`config.mk`:
```
export PLATFORM = sky130hd
export DESIGN_NAME = asrc_ctrl
export DESIGN_NICKNAME = d
export VERILOG_FILES = /design/src/inc/asrc_pkg.sv /design/src/hdl/asrc_ctrl.sv
export SDC_FILE = /design/constraint.sdc
export NUM_CORES = 1
export LEC_CHECK = 0
export BUFFER_PORTS_ARGS = -buffer_cell sky130_fd_sc_hd__buf_4
export CAP_MARGIN = 10
export CORE_MARGIN = 5
export CORE_UTILIZATION = 25
export DETAILED_ROUTE_END_ITERATION = 7
export SLEW_MARGIN = 20
export SYNTH_ARGS = -nofsm -noshare
export SYNTH_HDL_FRONTEND = slang
export SYNTH_SLANG_ARGS = --single-unit
```
`constraint.sdc`:
```
create_clock -name clock -period 2.38 [get_ports clock]
set_clock_uncertainty 0.05 [all_clocks]
set_input_delay 0.714 -clock clock [delete_from_list [all_inputs] [get_ports clock]]
set_output_delay 0.714 -clock clock [all_outputs]
set_load 0.05 [all_outputs]
```
`src/inc/asrc_pkg.sv`:
```
package asrc_pkg;
	// ----------------------------------------
	// memory geometry
	// ----------------------------------------
	localparam int ADDR_W = 18;
	localparam int DATA_W = 16;
	localparam int LANE_W = 8;

	// ----------------------------------------
	// timing, ns and ms as printed, 10 MHz clock
	// ----------------------------------------
	localparam int CLK_PERIOD_NS          = 100;
	localparam int READ_CYCLE_MIN_NS      = 55;
	localparam int ADDRESS_TO_DATA_NS     = 55;
	localparam int WRITE_CYCLE_MIN_NS     = 55;
	localparam int WRITE_PULSE_MIN_NS     = 40;
	localparam int SELECT_TO_END_NS       = 45;
	localparam int DATA_SETUP_NS          = 25;
	localparam int RELEASE_MAX_NS         = 25;
	localparam int RECOVERY_MS            = 5;
	localparam int NS_PER_MS              = 1000000;

	function automatic int ceil_cycles(input int ns);
		int c;
		c = (ns + CLK_PERIOD_NS - 1) / CLK_PERIOD_NS;
		return (c < 1) ? 1 : c;
	endfunction : ceil_cycles

	localparam int READ_CYCLES     = ceil_cycles((READ_CYCLE_MIN_NS > ADDRESS_TO_DATA_NS) ?
		READ_CYCLE_MIN_NS : ADDRESS_TO_DATA_NS);
	localparam int WRITE_PULSE_CYCLES = ceil_cycles((WRITE_PULSE_MIN_NS > SELECT_TO_END_NS) ?
		((WRITE_PULSE_MIN_NS > WRITE_CYCLE_MIN_NS) ? WRITE_PULSE_MIN_NS : WRITE_CYCLE_MIN_NS) :
		((SELECT_TO_END_NS > WRITE_CYCLE_MIN_NS) ? SELECT_TO_END_NS : WRITE_CYCLE_MIN_NS));
	localparam int TURN_CYCLES     = ceil_cycles(RELEASE_MAX_NS);
	localparam int RECOVERY_CYCLES = ceil_cycles(RECOVERY_MS * (NS_PER_MS / CLK_PERIOD_NS) * CLK_PERIOD_NS);
	localparam int CNT_W = 16;

	typedef enum logic [2:0] {
		ST_IDLE    = 3'h0,
		ST_READ    = 3'h1,
		ST_RTURN   = 3'h3,
		ST_WRITE   = 3'h2,
		ST_WEND    = 3'h6,
		ST_RETAIN  = 3'h4,
		ST_RECOVER = 3'h5
	} asrc_state_type;
endpackage : asrc_pkg

```
`src/hdl/asrc_ctrl.sv`:
```
// How it works
// RULE1: write strobe stays high during reads
// RULE2: read lasts at least access time
// RULE3: lane data valid after byte select
// RULE4: data valid after output enable
// RULE5: memory drives late after chip select
// RULE6: bus released before output enable falls
// RULE7: lane drives late after byte select
// RULE8: release after chip select rises
// RULE9: release after output enable rises
// RULE10: lane release after byte select rises
// RULE11: old data held after address change
// RULE12: write select, pulse, address, cycle minimums
// RULE13: byte select and data setup, hold
// RULE14: memory releases when strobe falls
// RULE15: controller releases before strobe rises; the code releases one cycle after the strobe rises
// RULE16: late select keeps outputs high impedance
// RULE17: early deselect keeps outputs off
// RULE18: output enable high means no drive
// RULE19: never fight memory on data pins
// RULE20: deselect before retention, 5 ms recovery
// RULE21: read and write pin combinations
// RULE22: standby and output deselect states
// RULE23: whole clock cycles, rounded up
`timescale 1ns/1ps
module asrc_ctrl
	import asrc_pkg::*;
#(
	parameter int RECOVERY_COUNT = RECOVERY_CYCLES
) (
	input  wire logic                       clock,
	input  wire logic                       rst_b,
	input  wire logic                       req_valid,
	input  wire logic                       req_write,
	input  wire logic [asrc_pkg::ADDR_W-1:0] req_address,
	input  wire logic [asrc_pkg::DATA_W-1:0] req_wdata,
	input  wire logic [1:0]                 req_lane_n,
	input  wire logic                       retain_req,
	output logic                            req_ready,
	output logic                            rsp_valid,
	output logic [asrc_pkg::DATA_W-1:0]     rsp_rdata,
	output logic                            retained,
	output logic [asrc_pkg::ADDR_W-1:0]     word_address,
	output logic                            chip_select_n,
	output logic                            output_enable_n,
	output logic                            write_strobe_n,
	output logic                            low_byte_select_n,
	output logic                            high_byte_select_n,
	input  wire logic [asrc_pkg::DATA_W-1:0] shared_data_pins_in,
	output logic [asrc_pkg::DATA_W-1:0]     shared_data_pins_out,
	output logic                            shared_data_pins_oe_n
);
	import asrc_pkg::*;

	// ----------------------------------------
	// state
	// ----------------------------------------
	typedef struct packed {
		asrc_state_type          state;
		logic [CNT_W-1:0]        count;
		logic [DATA_W-1:0]       din_meta;
		logic [DATA_W-1:0]       din_sync;
		logic                    retain_meta;
		logic                    retain_sync;
		logic                    ready;
		logic                    rvalid;
		logic [DATA_W-1:0]       rdata;
		logic                    retained;
		logic [ADDR_W-1:0]       addr;
		logic                    cs_n;
		logic                    oe_n;
		logic                    we_n;
		logic                    lb_n;
		logic                    ub_n;
		logic [DATA_W-1:0]       dout;
		logic                    dout_oe_n;
	} asrc_regs_type;

	asrc_regs_type s_reg;
	asrc_regs_type s_next;

	localparam asrc_regs_type RESET_REGS = '{
		state: ST_IDLE, count: '0, din_meta: '0, din_sync: '0, retain_meta: 1'b0,
		retain_sync: 1'b0, ready: 1'b0, rvalid: 1'b0, rdata: '0, retained: 1'b0,
		addr: '0, cs_n: 1'b1, oe_n: 1'b1, we_n: 1'b1, lb_n: 1'b1, ub_n: 1'b1,
		dout: '0, dout_oe_n: 1'b1};

	// pin data reaches din_sync two edges after it settles
	localparam int               PIN_SYNC_STAGES = 2;
	localparam logic [CNT_W-1:0] READ_LAST  = CNT_W'(READ_CYCLES + PIN_SYNC_STAGES - 1);
	localparam logic [CNT_W-1:0] WRITE_LAST = CNT_W'(WRITE_PULSE_CYCLES - 1);
	localparam logic [CNT_W-1:0] TURN_LAST  = CNT_W'(TURN_CYCLES - 1);
	localparam logic [CNT_W-1:0] RECOV_LAST = CNT_W'(RECOVERY_COUNT - 1);

	// ----------------------------------------
	// next state
	// ----------------------------------------
	always_comb begin
		s_next             = s_reg;
		s_next.din_meta    = shared_data_pins_in;
		s_next.din_sync    = s_reg.din_meta;
		s_next.retain_meta = retain_req;
		s_next.retain_sync = s_reg.retain_meta;
		s_next.rvalid      = 1'b0;
		s_next.count       = s_reg.count + CNT_W'(1);
		case (s_reg.state)
			ST_IDLE: begin
				// standby: everything deasserted, bus released
				s_next.cs_n      = 1'b1; // RULE22
				s_next.oe_n      = 1'b1;
				s_next.we_n      = 1'b1;
				s_next.lb_n      = 1'b1;
				s_next.ub_n      = 1'b1;
				s_next.dout_oe_n = 1'b1;
				s_next.ready     = 1'b1;
				s_next.count     = '0;
				if (s_reg.retain_sync) begin
					s_next.ready = 1'b0;
					s_next.state = ST_RETAIN; // RULE20
				end else if (req_valid && s_reg.ready) begin
					s_next.ready = 1'b0;
					s_next.addr  = req_address;
					s_next.cs_n  = 1'b0;
					s_next.lb_n  = req_lane_n[0];
					s_next.ub_n  = req_lane_n[1];
					if (req_write) begin
						// strobe and selects fall together, output enable stays high
						s_next.we_n      = 1'b0; // RULE12 RULE16 RULE18
						s_next.dout      = req_wdata; // RULE13
						s_next.dout_oe_n = 1'b0; // RULE19
						s_next.state     = ST_WRITE;
					end else begin
						s_next.oe_n  = 1'b0; // RULE6 RULE21
						s_next.state = ST_READ;
					end
				end
			end
			ST_READ: begin
				s_next.we_n = 1'b1; // RULE1
				if (s_reg.count == READ_LAST) begin // RULE2 RULE23
					s_next.rdata  = s_reg.din_sync;
					s_next.rvalid = 1'b1;
					s_next.cs_n   = 1'b1; // RULE8
					s_next.oe_n   = 1'b1; // RULE9
					s_next.lb_n   = 1'b1; // RULE10
					s_next.ub_n   = 1'b1;
					s_next.count  = '0;
					s_next.state  = ST_RTURN;
				end
			end
			ST_RTURN: begin
				// wait out the memory's release before the bus is reused
				if (s_reg.count == TURN_LAST) begin
					s_next.count = '0;
					s_next.state = ST_IDLE;
				end
			end
			ST_WRITE: begin
				if (s_reg.count == WRITE_LAST) begin // RULE12 RULE23
					// selects rise with the strobe; data held one more cycle
					s_next.we_n  = 1'b1; // RULE17
					s_next.cs_n  = 1'b1;
					s_next.lb_n  = 1'b1;
					s_next.ub_n  = 1'b1;
					s_next.count = '0;
					s_next.state = ST_WEND;
				end
			end
			ST_WEND: begin
				s_next.dout_oe_n = 1'b1; // RULE13 RULE15
				s_next.count     = '0;
				s_next.state     = ST_IDLE;
			end
			ST_RETAIN: begin
				s_next.cs_n     = 1'b1; // RULE20
				s_next.retained = 1'b1;
				s_next.count    = '0;
				if (!s_reg.retain_sync) begin
					s_next.state = ST_RECOVER;
				end
			end
			ST_RECOVER: begin
				if (s_reg.count == RECOV_LAST) begin // RULE20
					s_next.retained = 1'b0;
					s_next.count    = '0;
					s_next.state    = ST_IDLE;
				end
			end
			default: begin
				s_next = RESET_REGS;
			end
		endcase
	end

	always_ff @(posedge clock) begin
		if (!rst_b) begin
			s_reg <= RESET_REGS;
		end else begin
			s_reg <= s_next;
		end
	end

	// ----------------------------------------
	// outputs
	// ----------------------------------------
	assign req_ready             = s_reg.ready;
	assign rsp_valid             = s_reg.rvalid;
	assign rsp_rdata             = s_reg.rdata;
	assign retained              = s_reg.retained;
	assign word_address          = s_reg.addr;
	assign chip_select_n         = s_reg.cs_n;
	assign output_enable_n       = s_reg.oe_n;
	assign write_strobe_n        = s_reg.we_n;
	assign low_byte_select_n     = s_reg.lb_n;
	assign high_byte_select_n    = s_reg.ub_n;
	assign shared_data_pins_out  = s_reg.dout;
	assign shared_data_pins_oe_n = s_reg.dout_oe_n;

	// ----------------------------------------
	// checks
	// ----------------------------------------
	AST_READ_NO_STROBE: assert property (@(posedge clock) disable iff (!rst_b) // RULE1
		!output_enable_n |-> write_strobe_n) else $error("strobe low during read");
	AST_NO_FIGHT: assert property (@(posedge clock) disable iff (!rst_b) // RULE19
		!output_enable_n |-> shared_data_pins_oe_n) else $error("bus driven while output enabled");
	AST_READ_LEN: assert property (@(posedge clock) disable iff (!rst_b) // RULE2
		$fell(output_enable_n) |-> !output_enable_n [*3] ##1 output_enable_n) else $error("read length wrong");
	AST_WRITE_LEN: assert property (@(posedge clock) disable iff (!rst_b) // RULE12
		$fell(write_strobe_n) |-> !chip_select_n ##1 write_strobe_n) else $error("write pulse length wrong");
	AST_DATA_HOLD: assert property (@(posedge clock) disable iff (!rst_b) // RULE13
		$rose(write_strobe_n) |-> !shared_data_pins_oe_n && $stable(shared_data_pins_out)
		##1 shared_data_pins_oe_n) else $error("write data hold wrong");
	AST_SELECT_WITH_STROBE: assert property (@(posedge clock) disable iff (!rst_b) // RULE16
		$fell(write_strobe_n) |-> $fell(chip_select_n)) else $error("select not with strobe");
	AST_DESELECT_WITH_STROBE: assert property (@(posedge clock) disable iff (!rst_b) // RULE17
		$rose(write_strobe_n) |-> chip_select_n && low_byte_select_n && high_byte_select_n)
		else $error("select held after strobe");
	AST_OE_HIGH_IN_WRITE: assert property (@(posedge clock) disable iff (!rst_b) // RULE18
		!write_strobe_n |-> output_enable_n) else $error("output enable low during write");
	AST_RETAIN_DESELECT: assert property (@(posedge clock) disable iff (!rst_b) // RULE20
		retained |-> chip_select_n) else $error("selected during retention");
	AST_TURN: assert property (@(posedge clock) disable iff (!rst_b) // RULE6
		$rose(output_enable_n) |-> ##1 !req_ready) else $error("no turnaround after read");
endmodule : asrc_ctrl

```
==> results.md <==
- Status: complete, no violations
- Critical path peak fanout: 5
- Fraction of layout cells with a size suffix above 1: between 20 and 30%
- Placed Area: roughly 5300 sq um
- Slew @ Worst Pin: roughly 0.56 ns
- Largest net degree at the start of global routing: 44
- Vias in the first global route: roughly 3400
- #FFs+latches synth: 112
- Flop2flop setup slack: ~0.27 ns
- Drt total wl: ~11000 um
- RD Place Congestion: ~0.76
- Yosys top cell area share: 48.9%
- PortBufs: 115
- First-pass GRT wire length: 18300 um
- Die area: 21200 sq um
- Detail Placement HPWL: around 7600 um
- Max-slew violations: 0
- Min-Delay Endpoint: s_reg[65]
- Hold Crit Class: register to register
- Ys async rst share: 0%
- Wire per inst: 14.2 um
- Fin. Hold Viols: 0
- Cells after synthesis: 497
- Ranking of synthesized cells by area: dfxtp_1, buf_4, nand3_1
- Std cell rows: 49
- Clk_lat worst skew: about 0.35 ns
- Worst path cell trace: inv_1, ha_1, nor4b_1, nand4_1, o311ai_1, nand2_1, nand2_1, o22a_1
- CTS Buffer Depth: 2
- Starting Density: 25.5%
- Top delay family on crit path: simple AND/OR/NAND/NOR gates
- Dominant synthesized flop cell: dfxtp_1
- Crit path DAT: roughly 2.4 ns
- Hold-fix buffers, CTS: 0
- Hold path depth: 1
- Total CTS buffers: 9
- # IOs: 116
- Initial antenna violation count: 0
- Overflow after GRT: 0
- Setup-failing EPs final: 0
- Post-Syn Area: about 4600 sq um
- Post-Layout Inst Area: around 5600 sq um
- Setup Buffers After CTS: 0
- Synth top cells by count: dfxtp_1, nand3_1, buf_4
- Critical path buffers and inverters: 1
- Final hold slack: 0.411 ns
- Die height: 145 um
- P&R area growth vs syn: 22.2%
- Tcrit/Tclk final: 88.6%
- Placeable Area: 18000 sq um
- Post-synth EDFFs: 0
- DR iter-0 viols: between 100 and 150
- Number of distinct library cells after synthesis: 43
- Most frequent cell after synthesis: dfxtp_1
- Crit Path Category: register to register
- Reg2reg path depth: 8
- Hold Startpoint: s_reg[81]
- Via count: between 3000 and 4000
- Max-cap violation count: 0
- Most frequent CP cell: nand2_1
- LEAKAGE: 0.00226 uW
- CP endpoint kind: register
- RSZ-0062 raised after global routing: false
- Minimum clock period: roughly 2.1 ns
- Power Dens Cells: around 870 nW/um^2
- N_diodes: 0
- Worst R2R End: high_byte_select_n
- Clock sink total: 112
- Req. time, crit path: between 2 and 3 ns
- Fmax: between 400 and 500 MHz
- Avg Inst Size Synth: just over 9 sq um
- Cell taking the most area after synthesis: dfxtp_1
- Max VDD drop: 607 uV
- Warnings, synthesis: 0
- Aggregate global-route resource usage: a little over a tenth
- Vias per cell: between 4 and 5
- Setup TNS: 0 ns
- R2R Path Start: s_reg[93]
- Number of flip-flops in the largest register: 53
- CTS clk-pin slew, worst paths: ~0.080 ns
- Synthesized Nets: about 560
- Nets: ~600
- Post-DRT Antenna Nets: 0
- Relative slew slack: between 60 and 70%
- Horiz. Die Dim: roughly 150 um
- Startpoint Class: register
- Register area share after synthesis: roughly half
- Worst path slowest cell: o311ai_1
- TritonCTS clock tree: done
- Drt drc: 0
- H-tree depth: 3
- Root Buffer Master: clkbuf_16
- Max stage delay on crit path: 0.57 ns
- Router iterations before antenna repair: 6
## per-layer routing
layer / part of all wire (%) / vias to the layer above / GRT usage (%)
li1: - / 1755 / -
met3: 6.9 / 9 / 4.45
met2: 44 / 102 / 15.4
met5: 0 / - / 0
met4: 1.0 / 0 / 2.52
met1: 49 / 1622 / 14.0
## cells by family (layout without fill, tap and decap cells)
logic type	count (synthesis)	after routing	share of synthesized area (%)
compound gates	75	75	11.9
xor+xnor	14	14	2.67
fa+ha+maj	3	3	0.818
buf+inv	89	148	11.8
flops	112	112	48.9
mux	2	2	0.464
simple gates	202	202	23.5
## worst max path at each step
| stage | start | end | slack (ns) | cells after the start |
|---|---|---|---|---|
| after floorplan | req_ready | s_reg[109] | 0.49 | 5 |
| after global placement | s_reg[93] | high_byte_select_n | 0.26 | 8 |
| after detailed placement | s_reg[93] | rsp_rdata[2] | 0.17 | 8 |
| after CTS | s_reg[93] | rsp_rdata[2] | 0.15 | 8 |
| after global routing | s_reg[93] | low_byte_select_n | 0.009 | 8 |
| final | s_reg[93] | high_byte_select_n | 0.27 | 8 |
## layout by cell type, fill, tap and decap left out, types with 3 or more instances in the layout
master     Yosys  layout
a21boi_1      15      15
o21ai_1        4       4
clkbuf_16      0       9
xor2_1         8       8
a21boi_0      19      19
nor2b_1       18      18
ha_1           3       3
inv_1          6       6
a21oi_1        5       5
o21ai_0        6       6
nand3_1       63      62
buf_4         51     124
and3_1        39      39
xnor2_1        6       6
nand3_2        3       3
dfxtp_1      112     112
nand2_1       33      33
and2_1         3       3
nor2_1        26      26
a22oi_1       16      16
nor3_1         5       5
## stage by stage
step / total power, uW / cells / setup WS [ns] / util (%)
5_1_grt: 5170 / 785 / 0.00875 / 31.1
3_5_place_dp: 3490 / 769 / 0.168 / 29.5
4_1_cts: 4970 / 785 / 0.151 / 31.1
3_3_place_gp: 3490 / 769 / 0.263 / 29.5
6_report: 4890 / 785 / 0.270 / 31.1
2_1_floorplan: 3150 / 497 / 0.491 / -
## timing repair
| action | in CTS | in global routing |
|---|---|---|
| gates resized for setup | 0 | 1 |
| endpoints found under the setup margin | 0 | 5 |
| hold endpoints to repair | 0 | 0 |
## area by class of cell
| type | instances | area, sq um |
|---|---|---|
| clock inverter | 6 | 52.6 |
| multi-input combinational | 296 | 1820 |
| clock buffer | 10 | 229 |
| fill | 1889 | 12400 |
| tap | 229 | 287 |
| timing repair buffer | 125 | 951 |
| inverter | 7 | 26.3 |
| sequential | 112 | 2240 |
## power breakdown
part           total, uW  switching, uW  internal (uW)
clock               1450            720            726
combinational       1300            863            441
sequential          2130            120           2010
total               4890           1700           3180
(Power assumes the default switching activity.)
